--- src/include/spd_pkg.sv ---
// Package with shared constants and types for the serial to parallel output driver.
package spd_pkg;
    // Geometry of the driver.
    localparam int unsigned SPD_STAGES      = 32;
    // Host timing limits: shift clock rate in kHz, times in ns.
    localparam int unsigned SPD_CLK_MAX_KHZ    = 8000;
    localparam int unsigned SPD_WIDTH_NS       = 62;
    localparam int unsigned SPD_LATCH_DLY_NS   = 50;
    localparam int unsigned SPD_LATCH_WID_NS   = 50;
    localparam int unsigned SPD_LATCH_SU_NS    = 50;
    // Host system clock period in ns.
    localparam int unsigned SPD_SYS_NS      = 50;
    // Least times round up to whole host cycles.
    localparam int unsigned SPD_WIDTH_CYC   = (SPD_WIDTH_NS + SPD_SYS_NS - 1) / SPD_SYS_NS;
    localparam int unsigned SPD_LATCH_DLY_CYC = (SPD_LATCH_DLY_NS + SPD_SYS_NS - 1) / SPD_SYS_NS;
    localparam int unsigned SPD_LATCH_WID_CYC = (SPD_LATCH_WID_NS + SPD_SYS_NS - 1) / SPD_SYS_NS;
    localparam int unsigned SPD_LATCH_SU_CYC  = (SPD_LATCH_SU_NS + SPD_SYS_NS - 1) / SPD_SYS_NS;
    // Host sequencer states.
    typedef enum logic [2:0] {
        SPD_IDLE,
        SPD_LOW,
        SPD_HIGH,
        SPD_LATCH_WAIT,
        SPD_LATCH_ON,
        SPD_LATCH_OFF
    } spd_state_t;
endpackage

--- src/include/spd_if.sv ---
// Interface joining the host controller to the output driver.
`timescale 1ns/10ps
interface spd_if;
    logic shift_clk;
    logic serial_in;
    logic serial_out;
    logic latch_transparent;
    logic output_blank_n;
    logic output_polarity_n;
    logic [31:0] drive_output;
    modport device (
        input  shift_clk,
        input  serial_in,
        output serial_out,
        input  latch_transparent,
        input  output_blank_n,
        input  output_polarity_n,
        output drive_output
    );
    modport host (
        output shift_clk,
        output serial_in,
        input  serial_out,
        output latch_transparent,
        output output_blank_n,
        output output_polarity_n,
        input  drive_output
    );
endinterface

--- src/hdl/spd_fifo.sv ---
// Small valid/ready FIFO that buffers frames on the host side.
`timescale 1ns/10ps
module spd_fifo #(
    parameter int unsigned WIDTH = 32,
    parameter int unsigned DEPTH = 8
) (
    // Clock and reset.
    input  wire logic             clk_i,
    input  wire logic             rstn_i,
    // Filling side.
    input  wire logic             in_valid_i,
    output logic                  in_ready_o,
    input  wire logic [WIDTH-1:0] in_data_i,
    // Draining side.
    output logic                  out_valid_o,
    input  wire logic             out_ready_i,
    output logic [WIDTH-1:0]      out_data_o
);
    localparam int unsigned AW = (DEPTH > 1) ? $clog2(DEPTH) : 1;
    // Depth is a power of two, so the full count is the top bit alone.
    localparam logic [AW:0] DEPTH_CNT = {1'b1, {AW{1'b0}}};

    // Elaboration check: the pointers wrap only for a power of two depth.
    if (DEPTH < 2 || (DEPTH & (DEPTH - 1)) != 0 || WIDTH < 1) begin : g_depth_check
        $error("spd_fifo needs a power of two depth of at least two");
    end

    logic [WIDTH-1:0] mem [DEPTH];

    typedef struct packed {
        logic [AW-1:0] wr;
        logic [AW-1:0] rd;
        logic [AW:0]   cnt;
    } spd_fifo_st_t;

    spd_fifo_st_t st;
    spd_fifo_st_t next_st;
    logic         push;
    logic         pop;

    // Handshake flags come straight from the count, so full and empty are exact.
    assign in_ready_o  = (st.cnt != DEPTH_CNT);
    assign out_valid_o = (st.cnt != '0);
    assign out_data_o  = mem[st.rd];
    assign push        = in_valid_i && in_ready_o;
    assign pop         = out_valid_o && out_ready_i;

    // Pointer and count update.
    always_comb begin
        next_st = st;
        if (push) begin
            next_st.wr = st.wr + 1'b1;
        end
        if (pop) begin
            next_st.rd = st.rd + 1'b1;
        end
        if (push && !pop) begin
            next_st.cnt = st.cnt + 1'b1;
        end else if (pop && !push) begin
            next_st.cnt = st.cnt - 1'b1;
        end
    end

    always_ff @(posedge clk_i or negedge rstn_i) begin
        if (!rstn_i) begin
            st <= '0;
        end else begin
            st <= next_st;
        end
    end

    // Storage has no reset; only words below the count are ever read.
    always_ff @(posedge clk_i) begin
        if (push) begin
            mem[st.wr] <= in_data_i;
        end
    end
endmodule

--- src/hdl/spd_host.sv ---
// Host end: buffers 32 bit frames, shifts them out and pulses the latch control.
`timescale 1ns/10ps
module spd_host
    import spd_pkg::*;
#(
    parameter int unsigned DEPTH = 8
) (
    // Clock and reset.
    input  wire logic        clk_i,
    input  wire logic        rstn_i,
    // Frame input.
    input  wire logic        frame_valid_i,
    output logic             frame_ready_o,
    input  wire logic [31:0] frame_data_i,
    // Output mode controls, passed to the link.
    input  wire logic        blank_n_i,
    input  wire logic        polarity_n_i,
    // Status.
    output logic             busy_o,
    // Link side.
    spd_if.host              link
);
    localparam logic [5:0] HALF_CYC  = 6'(SPD_WIDTH_CYC);
    localparam logic [5:0] DLY_CYC   = 6'(SPD_LATCH_DLY_CYC);
    localparam logic [5:0] WID_CYC   = 6'(SPD_LATCH_WID_CYC);
    localparam logic [5:0] SU_CYC    = 6'(SPD_LATCH_SU_CYC);
    localparam logic [5:0] LAST_BIT  = 6'(SPD_STAGES - 1);

    // Elaboration check: the divided shift clock must not exceed its maximum rate.
    if (1000000 / (2 * SPD_WIDTH_CYC * SPD_SYS_NS) > SPD_CLK_MAX_KHZ) begin : g_rate_check
        $error("spd_host shift clock would exceed its maximum rate");
    end

    typedef struct packed {
        spd_state_t  state;
        logic [31:0] frame;
        logic [5:0]  bitn;
        logic [5:0]  cnt;
        logic        sclk;
        logic        sdata;
        logic        latch;
        logic        blank_n;
        logic        polar_n;
    } spd_host_st_t;

    spd_host_st_t st;
    spd_host_st_t next_st;
    logic         fifo_valid;
    logic         fifo_pop;
    logic [31:0]  fifo_data;

    // The FIFO stalls the source once eight frames wait.
    spd_fifo #(.WIDTH(32), .DEPTH(DEPTH)) spd_fifo_inst (
        .clk_i       (clk_i),
        .rstn_i      (rstn_i),
        .in_valid_i  (frame_valid_i),
        .in_ready_o  (frame_ready_o),
        .in_data_i   (frame_data_i),
        .out_valid_o (fifo_valid),
        .out_ready_i (fifo_pop),
        .out_data_o  (fifo_data)
    );

    assign fifo_pop = (st.state == SPD_IDLE) && fifo_valid;

    // Sequencer: last stage is shifted first so bit 0 lands in stage one.
    always_comb begin
        next_st         = st;
        next_st.blank_n = blank_n_i;
        next_st.polar_n = polarity_n_i;
        if (st.cnt != '0) begin
            next_st.cnt = st.cnt - 1'b1;
        end
        case (st.state)
            SPD_IDLE: begin
                if (fifo_valid) begin
                    next_st.frame = fifo_data;
                    next_st.bitn  = LAST_BIT;
                    next_st.sdata = fifo_data[LAST_BIT[4:0]];
                    next_st.cnt   = HALF_CYC - 1'b1;
                    next_st.state = SPD_LOW;
                end
            end
            SPD_LOW: begin
                if (st.cnt == '0) begin
                    next_st.sclk  = 1'b1;
                    next_st.cnt   = HALF_CYC - 1'b1;
                    next_st.state = SPD_HIGH;
                end
            end
            SPD_HIGH: begin
                if (st.cnt == '0) begin
                    next_st.sclk = 1'b0;
                    if (st.bitn == '0) begin
                        next_st.cnt   = DLY_CYC - 1'b1;
                        next_st.state = SPD_LATCH_WAIT;
                    end else begin
                        next_st.bitn  = st.bitn - 1'b1;
                        next_st.sdata = st.frame[5'(st.bitn - 1'b1)];
                        next_st.cnt   = HALF_CYC - 1'b1;
                        next_st.state = SPD_LOW;
                    end
                end
            end
            SPD_LATCH_WAIT: begin
                if (st.cnt == '0) begin
                    next_st.latch = 1'b1;
                    next_st.cnt   = WID_CYC - 1'b1;
                    next_st.state = SPD_LATCH_ON;
                end
            end
            SPD_LATCH_ON: begin
                if (st.cnt == '0) begin
                    next_st.latch = 1'b0;
                    next_st.cnt   = SU_CYC - 1'b1;
                    next_st.state = SPD_LATCH_OFF;
                end
            end
            SPD_LATCH_OFF: begin
                if (st.cnt == '0) begin
                    next_st.state = SPD_IDLE;
                end
            end
            default: begin
                next_st.state = SPD_IDLE;
            end
        endcase
    end

    always_ff @(posedge clk_i or negedge rstn_i) begin
        if (!rstn_i) begin
            st <= '{state: SPD_IDLE, default: '0};
        end else begin
            st <= next_st;
        end
    end

    // Link pins come from flip-flops so they carry no glitches.
    assign link.shift_clk         = st.sclk;
    assign link.serial_in         = st.sdata;
    assign link.latch_transparent = st.latch;
    assign link.output_blank_n    = st.blank_n;
    assign link.output_polarity_n = st.polar_n;
    assign busy_o                 = (st.state != SPD_IDLE);
endmodule

--- src/flat_wrapper.sv ---
// flat-port wrapper written by rule: the top's interface ports become plain ports
module spd_host_flat import spd_pkg::*;
#(
    parameter int unsigned DEPTH = 8
)
  (clk_i, rstn_i, frame_valid_i, frame_ready_o, frame_data_i, blank_n_i, polarity_n_i, busy_o, link_shift_clk, link_serial_in, link_serial_out, link_latch_transparent, link_output_blank_n, link_output_polarity_n, link_drive_output);
  spd_if link_i ();
  input  wire logic clk_i;
  input  wire logic rstn_i;
  input  wire logic frame_valid_i;
  output logic frame_ready_o;
  input  wire logic [31:0] frame_data_i;
  input  wire logic blank_n_i;
  input  wire logic polarity_n_i;
  output logic busy_o;
  output wire logic [$bits(link_i.shift_clk)-1:0] link_shift_clk;
  output wire logic [$bits(link_i.serial_in)-1:0] link_serial_in;
  input wire logic [$bits(link_i.serial_out)-1:0] link_serial_out;
  output wire logic [$bits(link_i.latch_transparent)-1:0] link_latch_transparent;
  output wire logic [$bits(link_i.output_blank_n)-1:0] link_output_blank_n;
  output wire logic [$bits(link_i.output_polarity_n)-1:0] link_output_polarity_n;
  input wire logic [$bits(link_i.drive_output)-1:0] link_drive_output;
  assign link_shift_clk = link_i.shift_clk;
  assign link_serial_in = link_i.serial_in;
  assign link_i.serial_out = link_serial_out;
  assign link_latch_transparent = link_i.latch_transparent;
  assign link_output_blank_n = link_i.output_blank_n;
  assign link_output_polarity_n = link_i.output_polarity_n;
  assign link_i.drive_output = link_drive_output;
  spd_host #(.DEPTH(DEPTH)) u_core (.clk_i(clk_i), .rstn_i(rstn_i), .frame_valid_i(frame_valid_i), .frame_ready_o(frame_ready_o), .frame_data_i(frame_data_i), .blank_n_i(blank_n_i), .polarity_n_i(polarity_n_i), .busy_o(busy_o), .link(link_i));
endmodule
--- config.mk ---
export PLATFORM = sky130hd
export DESIGN_NAME = spd_host_flat
export DESIGN_NICKNAME = d
export VERILOG_FILES = /design/src/include/spd_pkg.sv /design/src/include/spd_if.sv /design/src/hdl/spd_fifo.sv /design/src/hdl/spd_host.sv /design/src/flat_wrapper.sv
export SDC_FILE = /design/constraint.sdc
export NUM_CORES = 1
export LEC_CHECK = 0
export ABC_AREA = 1
export BUFFER_PORTS_ARGS = -buffer_cell sky130_fd_sc_hd__clkbuf_2
export CAP_MARGIN = 5
export CORE_UTILIZATION = 33
export DETAILED_ROUTE_END_ITERATION = 8
export PLACE_DENSITY = 0.57
export SLEW_MARGIN = 0
export SYNTH_ARGS = -nofsm -noshare
export SYNTH_HDL_FRONTEND = slang
export SYNTH_SLANG_ARGS = --single-unit
--- constraint.sdc ---
create_clock -name clk_i -period 5.8 [get_ports clk_i]
set_input_delay 0.29 -clock clk_i [delete_from_list [all_inputs] [get_ports clk_i]]
set_output_delay 0.29 -clock clk_i [all_outputs]
set_load 0.02 [all_outputs]
# Word-level counts from Yosys, hierarchy flattened
# Memory sizes are Yosys's and may differ from the RTL's.
# Index checks and enable logic that the tools add are counted.
[classes]
n_lt_le_gt_ge = 1
n_eq_ne = 13
muxes = 29
addsub = 6
reduce_logical = 23
[ops]
columns = ["operator", "n"]
rows = [
  ["2-to-1 mux 47 bit", 1],
  ["case mux 6 bit (4 select lines)", 1],
  ["2-to-1 mux 6 bit", 3],
  ["case mux 3 bit (6 select lines)", 1],
  ["2-to-1 mux 3 bit", 5],
  ["2-to-1 mux 14 bit", 1],
  ["logical NOT 6 bit", 2],
  ["!= test 2 x 1 -> 1 bit, second input constant", 6],
  ["case mux 6 bit (2 select lines)", 1],
  ["subtractor 6 x 1 -> 6 bit, second input constant", 2],
  ["2-to-1 mux 1 bit", 8],
  ["2-to-1 mux 4 bit", 2],
  ["nonzero test 2 bit", 4],
  ["2-to-1 mux 7 bit", 1],
  ["adder 3 x 1 -> 3 bit, second input constant", 2],
  ["equality test 3 x 2 -> 1 bit, second input constant", 2],
  ["equality test 3 bit, second input constant", 2],
  ["less-than comparator 5 x 6 -> 1 bit, second input constant", 1],
  ["case mux 1 bit (2 select lines)", 3],
  ["AND reduction 3 bit", 2],
  ["AND reduction 6 bit", 1],
  ["nonzero test 6 bit", 1],
  ["binary-select mux 1 bit (select 5 bit)", 1],
  ["logical AND 1 bit", 5],
  ["other kinds (13)", 14],
]
[totals]
memories = 1
output_inout_bits = 7
word_cells = 85
in_bits = 70
ram_bits = 256
ff_bits = 62
[memory_table]
columns = ["name", "depth", "width", "rd", "rd_clocked_by_memory_dff", "wr", "line", "rtl"]
rows = [
  ["u_core.spd_fifo_inst.mem", 8, 32, 1, 0, 1, "spd_fifo.sv:28", "logic [WIDTH-1:0] mem [DEPTH];"],
]

# Logic depth before layout (Yosys ltp)
[logic_depth]
ltp_word = 6
depth_mapped = 16
mapped_depth_nobuf = 16

# Modules after synthesis
# A second synthesis with hierarchy kept.
[hier_totals]
hier_cells = 1274
area_unflattened_um2 = 13431.6
[modules_own_cells]
columns = ["mod", "instances", "seq_area_each_um2", "cells_each", "area_per_inst_um2"]
rows = [
  ["spd_fifo", 1, 7937.6, 932, 10792.9],
  ["spd_host", 1, 1301.2, 342, 2638.8],
]

# Worst setup path before layout
# No wires, ideal clock.
[synth_timing]
path_type = "register -> register"
start = "reg u_core.spd_fifo_inst.st[0] (netlist name)"
end = "mem u_core.spd_fifo_inst.mem[0][0], enable pin"
period_less_slack_ps = 3032
path_stages_with_launch = 8
path_buffers = 0
slack_ps = 2768
arrival_time_ps = 2611
t_required_ps = 5379
setup_time_ps = 421
cell_sequence = "dfrtp_1 > inv_1 > nand2_1 > nor2_1 > nand2_1 > nand2_1 > or2_2 > nor2_1"
[synth_between]
elab_chain_cells = 4
[synth_lines]
columns = ["item", "line", "rtl"]
rows = [
  ["from (decl)", "spd_fifo.sv:36", "spd_fifo_st_t st;"],
  ["from (signal assigned)", "spd_fifo.sv:68", "st <= next_st;"],
  ["!= test 4 bit", "spd_fifo.sv:42", "assign in_ready_o = (st.cnt != DEPTH_CNT);"],
  ["via frame_ready_o", "flat_wrapper.sv:11", "output logic frame_ready_o;"],
  ["logical AND 1 bit", "spd_fifo.sv:45", "assign push = in_valid_i && in_ready_o;"],
  ["2-to-1 mux 1 bit", "spd_fifo.sv:74", "if (push) begin"],
  ["2-to-1 mux 1 bit (implied by the code)", "spd_fifo.sv:75", "mem[st.wr] <= in_data_i;"],
  ["to (decl)", "spd_fifo.sv:28", ""],
]
# The timed path passes the listed nets, and every way through them passes these cells.

# Worst setup path in the final report
[layout_timing]
start = "reg u_core.st[49] (netlist name)"
end = "reg u_core.spd_fifo_inst.st[3] (netlist name)"
[layout_between]
elab_chain_cells = 6
word_cells_on_any_way = 8
classes_between = "1 x mux; 7 x reduce/logical"
[layout_lines]
columns = ["item", "line", "rtl"]
rows = [
  ["from (decl)", "spd_host.sv:46", "spd_host_st_t st;"],
  ["from (signal assigned)", "spd_host.sv:134", "st <= next_st;"],
  ["logical NOT 3 bit *", "spd_host.sv:64", "assign fifo_pop = (st.state == SPD_IDLE) && fifo_valid;"],
  ["logical AND 1 bit *", "spd_host.sv:64", ""],
  ["logical AND 1 bit *", "spd_fifo.sv:46", "assign pop = out_valid_o && out_ready_i;"],
  ["logical NOT 1 bit", "spd_fifo.sv:57", "if (push && !pop) begin"],
  ["logical AND 1 bit", "spd_fifo.sv:57", ""],
  ["2-to-1 mux 4 bit or nonzero test 2 bit (tied branches)", "--", ""],
]
# Every way passes the cells marked *; elsewhere a longest branch is shown, timed or not.
# A chain may end at the register's enable or synchronous reset.

==> impl_metrics.prom <==
# TYPE chip_impl_metric gauge
chip_impl_metric{name="dpl.hpwl",unit="microns"} 15600
chip_impl_metric{name="first_global_vias",unit=""} 8005
chip_impl_info{name="cp_cell_sequence",value="nor2_2, nand2_4, nor2_4, buf_4, inv_2, ha_1, inv_1, ha_1, nand2_1, nor2_1, a211oi_1, nand2_1, nand2_1, nor2_1, xor2_1"} 1
chip_impl_info{name="cp_top_family",value="buffers and inverters"} 1
chip_impl_metric{name="max_cap_violations",unit=""} 0
chip_impl_metric{name="route.detailed.drc",unit=""} 0
chip_impl_metric{name="worstPathRequired",unit="ns"} 6.19
chip_impl_metric{name="p_leak",unit="nW"} 5.24
chip_impl_metric{name="critical_path.max_fanout",unit=""} 43
chip_impl_metric{name="grt.overflow.total",unit=""} 0
chip_impl_metric{name="vdd_drop_max",unit="uV"} 177
chip_impl_metric{name="cts_num_sinks",unit=""} 318
chip_impl_metric{name="yosys_warnings",unit=""} 0
chip_impl_metric{name="drt_first_pass_iters",unit=""} 5
chip_impl_metric{name="worstMarginPinSlew",unit="ns"} 0.835
chip_impl_metric{name="timing.critical_path.arrival",unit="ns"} 3.75
chip_impl_metric{name="cts_buffers",unit=""} 34
chip_impl_metric{name="core_area",unit="sq um"} 38800
chip_impl_info{name="crit_top_cell",value="sky130_fd_sc_hd__nand2_1"} 1
chip_impl_metric{name="setup_ws",unit="ns"} 2.44
chip_impl_metric{name="post-route-period-util",unit=""} 0.580
chip_impl_info{name="worstSetupStartpoint",value="u_core.st[49]"} 1
chip_impl_metric{name="finish.instance_area",unit="sq um"} 14900
chip_impl_metric{name="placement.cell_area",unit="sq um"} 13800
chip_impl_metric{name="hold-path-cell-count",unit=""} 1
chip_impl_metric{name="post_layout_nonfiller_instances",unit=""} 1648
chip_impl_metric{name="routed-via-count",unit=""} 8216
chip_impl_info{name="worst_setup_path_start_kind",value="register"} 1
chip_impl_info{name="crit-reg2reg-launch",value="u_core.st[49]"} 1
chip_impl_metric{name="final_setup_fails",unit=""} 0
chip_impl_metric{name="antenna-diode-count",unit=""} 0
chip_impl_info{name="unrepaired_setup_endpoints_after_global_routing",value="false"} 1
chip_impl_metric{name="cts.clk_slew.worst_paths",unit="ns"} 0.06
chip_impl_metric{name="crit_cells",unit=""} 15
chip_impl_metric{name="synth-edff-count",unit=""} 256
chip_impl_metric{name="initial_core_util",unit=""} 0.337
chip_impl_metric{name="synth-async-reset-ratio",unit=""} 0.195
chip_impl_metric{name="final_layout_size_suffix_gt1_frac",unit=""} 0.128
chip_impl_info{name="cts.root.buffer_cell",value="sky130_fd_sc_hd__clkbuf_16"} 1
chip_impl_metric{name="max_freq",unit="GHz"} 0.297
chip_impl_metric{name="synthToLayoutAreaGrowth",unit="%"} 14.0
chip_impl_info{name="critPathSlowestCell",value="sky130_fd_sc_hd__buf_4"} 1
chip_impl_info{name="cts_tree",value="done"} 1
chip_impl_metric{name="hold_viol",unit=""} 0
chip_impl_metric{name="h-tree-depth",unit=""} 2
chip_impl_metric{name="slowest_delay",unit="ns"} 0.52
chip_impl_metric{name="grt_start_max_net_pins",unit=""} 89
chip_impl_metric{name="max-slew-margin-rel",unit=""} 0.443
chip_impl_metric{name="yosysTopAreaCellShare",unit=""} 0.588
chip_impl_info{name="worst_min_path_class",value="in -> reg"} 1
chip_impl_metric{name="gp_congestion",unit=""} 0.808
chip_impl_metric{name="route.detailed.vias_per_inst",unit=""} 4.99
chip_impl_metric{name="clock_skews",unit="ns"} 0.00771
chip_impl_metric{name="cts_max_path_buffers",unit=""} 3
chip_impl_metric{name="final_report_max_slew_violation_count",unit=""} 0
chip_impl_metric{name="ys_seq_area_frac",unit=""} 0.707
chip_impl_metric{name="netlist_area",unit="sq um"} 13100
chip_impl_metric{name="r2r.worst_path.cells",unit=""} 15
chip_impl_metric{name="antenna_found_initial",unit=""} 0
chip_impl_metric{name="routed_antenna_nets",unit=""} 0
chip_impl_metric{name="fin_util",unit=""} 0.384
chip_impl_metric{name="synthDistinctLibCells",unit=""} 36
chip_impl_metric{name="syn-num-nets",unit=""} 1147
chip_impl_metric{name="portBuffers",unit=""} 43
chip_impl_metric{name="number_of_synthesized_register_bits",unit=""} 318
chip_impl_info{name="timing.setup.critical_path_class",value="reg -> reg"} 1
chip_impl_metric{name="netlist_instances",unit=""} 1066
chip_impl_metric{name="postSynthAreaPerCell",unit="sq um"} 12.3
chip_impl_metric{name="clk_latency",unit="ns"} 0.51
chip_impl_metric{name="chipWidth",unit="microns"} 201
chip_impl_metric{name="p_per_area",unit="nW/um^2"} 369
chip_impl_metric{name="fin_nets",unit=""} 1185
chip_impl_info{name="synthDominantAreaCellType",value="sky130_fd_sc_hd__edfxtp_1"} 1
chip_impl_metric{name="fp.dieArea",unit="sq um"} 40400
chip_impl_metric{name="post_placement_cell_count",unit=""} 1583
chip_impl_info{name="worstHoldStart",value="frame_data_i[7]"} 1
chip_impl_info{name="synth_flop_cell",value="sky130_fd_sc_hd__edfxtp_1"} 1
chip_impl_info{name="ys_top_cells_by_area",value="sky130_fd_sc_hd__edfxtp_1, sky130_fd_sc_hd__dfrtp_1, sky130_fd_sc_hd__o21ai_0"} 1
chip_impl_metric{name="placement.setup.worst_slack",unit="ns"} 2.41
chip_impl_metric{name="drt-initial-drc-count",unit=""} 503
chip_impl_metric{name="period_minus_slack",unit="ns"} 3.36
chip_impl_info{name="status",value="completed"} 1
chip_impl_metric{name="top_level_ports",unit=""} 77
chip_impl_metric{name="die_y",unit="microns"} 201
chip_impl_metric{name="grt_pass1_wl",unit="microns"} 46700
chip_impl_metric{name="detail_route.wl_per_cell",unit="microns"} 18.0
chip_impl_info{name="timing.critical_path.to_type",value="register"} 1
chip_impl_metric{name="routed_wirelength",unit="microns"} 29600
chip_impl_metric{name="fin_tns_setup",unit="ns"} 0
chip_impl_metric{name="post_cts_setup_buffers",unit=""} 0
chip_impl_metric{name="placement_rows",unit=""} 72
chip_impl_metric{name="gr-usage-all-layers",unit=""} 0.149
chip_impl_metric{name="worstPathBufferInverterCount",unit=""} 3
path summary, 6_finish.rpt:
path,endpoint,slack (ns)
setup / recovery,u_core.spd_fifo_inst.st[3],2.44
hold / removal,u_core.spd_fifo_inst.mem[4][7],0.05
setup reg to reg,u_core.spd_fifo_inst.st[3],2.44
hold reg to reg,u_core.st[38],0.48
max in group asynchronous,u_core.spd_fifo_inst.st[4],4.68
min in group asynchronous,u_core.spd_fifo_inst.st[1],0.50
layer usage:
| layer | share of wire | vias to the layer above | routed length, microns | GRT usage |
|---|---|---|---|---|
| met1 | 0.47 | 4081 | 13900 | 0.209 |
| li1 | - | 3928 | - | - |
| met4 | 0.016 | 0 | 476 | 0.0382 |
| met5 | 0 | - | 0 | 0 |
| met3 | 0.047 | 37 | 1400 | 0.0244 |
| met2 | 0.47 | 170 | 13800 | 0.239 |
placed cells by master, fill, tap and decap left out, types with 2 or more instances in the layout:
master                          instances
sky130_fd_sc_hd__clkinv_2               3
sky130_fd_sc_hd__ha_1                  10
sky130_fd_sc_hd__a21oi_1                7
sky130_fd_sc_hd__nand2_4                2
sky130_fd_sc_hd__buf_4                 16
sky130_fd_sc_hd__o22ai_1               11
sky130_fd_sc_hd__nor2_4                14
sky130_fd_sc_hd__clkbuf_16             35
sky130_fd_sc_hd__nand3_1               69
sky130_fd_sc_hd__xor2_1                 5
sky130_fd_sc_hd__clkinv_8               2
sky130_fd_sc_hd__bufinv_16              2
sky130_fd_sc_hd__nand2_1              148
sky130_fd_sc_hd__dfrtp_1               60
sky130_fd_sc_hd__nor3_1                 3
sky130_fd_sc_hd__a211oi_1               2
sky130_fd_sc_hd__o21ai_1               28
sky130_fd_sc_hd__inv_1                 31
sky130_fd_sc_hd__nand2_2                5
sky130_fd_sc_hd__o21ai_0              130
sky130_fd_sc_hd__dlygate4sd3_1          3
sky130_fd_sc_hd__clkinv_1               5
sky130_fd_sc_hd__o21ai_2                2
sky130_fd_sc_hd__nor2_1               145
sky130_fd_sc_hd__clkbuf_2              42
sky130_fd_sc_hd__inv_2                  6
sky130_fd_sc_hd__clkbuf_1              12
sky130_fd_sc_hd__xnor2_1                2
sky130_fd_sc_hd__edfxtp_1             256
sky130_fd_sc_hd__clkbuf_8               6
sky130_fd_sc_hd__o221ai_1              53
through the flow:
stage | power [mW] | hold slack [ns]
detailed placement | 3.41 | 0.400
floorplan | 3.17 | -0.00559
CTS | 5.57 | 0.0346
finish | 5.49 | 0.0512
global route | 5.72 | 0.0529
global placement | 3.39 | 0.404
state kept, by name, indices dropped and copies added, names as in the netlist:
| signal | count |
|---|---|
| u_core.link.latch_transparent | 1 |
| u_core.link.output_blank_n | 1 |
| u_core.link.output_polarity_n | 1 |
| u_core.link.serial_in | 1 |
| u_core.link.shift_clk | 1 |
| u_core.spd_fifo_inst.mem | 256 |
| u_core.spd_fifo_inst.st | 10 |
| u_core.st | 47 |
power breakdown:
part	leakage [nW]	internal, mW	total (mW)	switching (mW)
Clock	0.546	1.29	2.14	0.855
Combinational	1.63	0.128	0.507	0.379
Sequential	3.06	2.78	2.84	0.0670
Total	5.24	4.19	5.49	1.30
cells by family (layout without fill, tap and decap cells):
| group | count (synthesis) | after routing | synth area share |
|---|---|---|---|
| simple gates | 394 | 394 | 0.129 |
| fa+ha+maj | 11 | 11 | 0.0111 |
| compound gates | 234 | 234 | 0.107 |
| buf+inv | 102 | 166 | 0.0414 |
| xor+xnor | 7 | 7 | 0.00469 |
| flops | 318 | 318 | 0.707 |
area by class of cell:
class	instances	area, sq um
clock buffer	53	1000
fill	3697	23900
tap	518	648
multi-input combinational	646	3350
clock inverter	9	119
timing repair buffer	63	385
sequential	318	9240
inverter	41	155
Yosys cell counts, types with 2 or more instances:
library cell	n
sky130_fd_sc_hd__a211oi_1	2
sky130_fd_sc_hd__a21oi_1	7
sky130_fd_sc_hd__buf_2	16
sky130_fd_sc_hd__buf_4	13
sky130_fd_sc_hd__buf_6	12
sky130_fd_sc_hd__clkbuf_1	20
sky130_fd_sc_hd__clkinv_1	2
sky130_fd_sc_hd__dfrtp_1	62
sky130_fd_sc_hd__edfxtp_1	256
sky130_fd_sc_hd__ha_1	10
sky130_fd_sc_hd__inv_1	32
sky130_fd_sc_hd__inv_2	7
sky130_fd_sc_hd__nand2_1	148
sky130_fd_sc_hd__nand2_2	5
sky130_fd_sc_hd__nand2_4	2
sky130_fd_sc_hd__nand3_1	69
sky130_fd_sc_hd__nor2_1	153
sky130_fd_sc_hd__nor2_4	6
sky130_fd_sc_hd__nor3_1	3
sky130_fd_sc_hd__o21ai_0	130
sky130_fd_sc_hd__o21ai_1	28
sky130_fd_sc_hd__o21ai_2	2
sky130_fd_sc_hd__o221ai_1	53
sky130_fd_sc_hd__o22ai_1	11
sky130_fd_sc_hd__xnor2_1	2
sky130_fd_sc_hd__xor2_1	5
what timing repair did:
item	in CTS	in global routing
hold buffers	3	0
gates resized for setup	0	0
hold endpoints to repair	13	0
(Power assumes the default switching activity.)
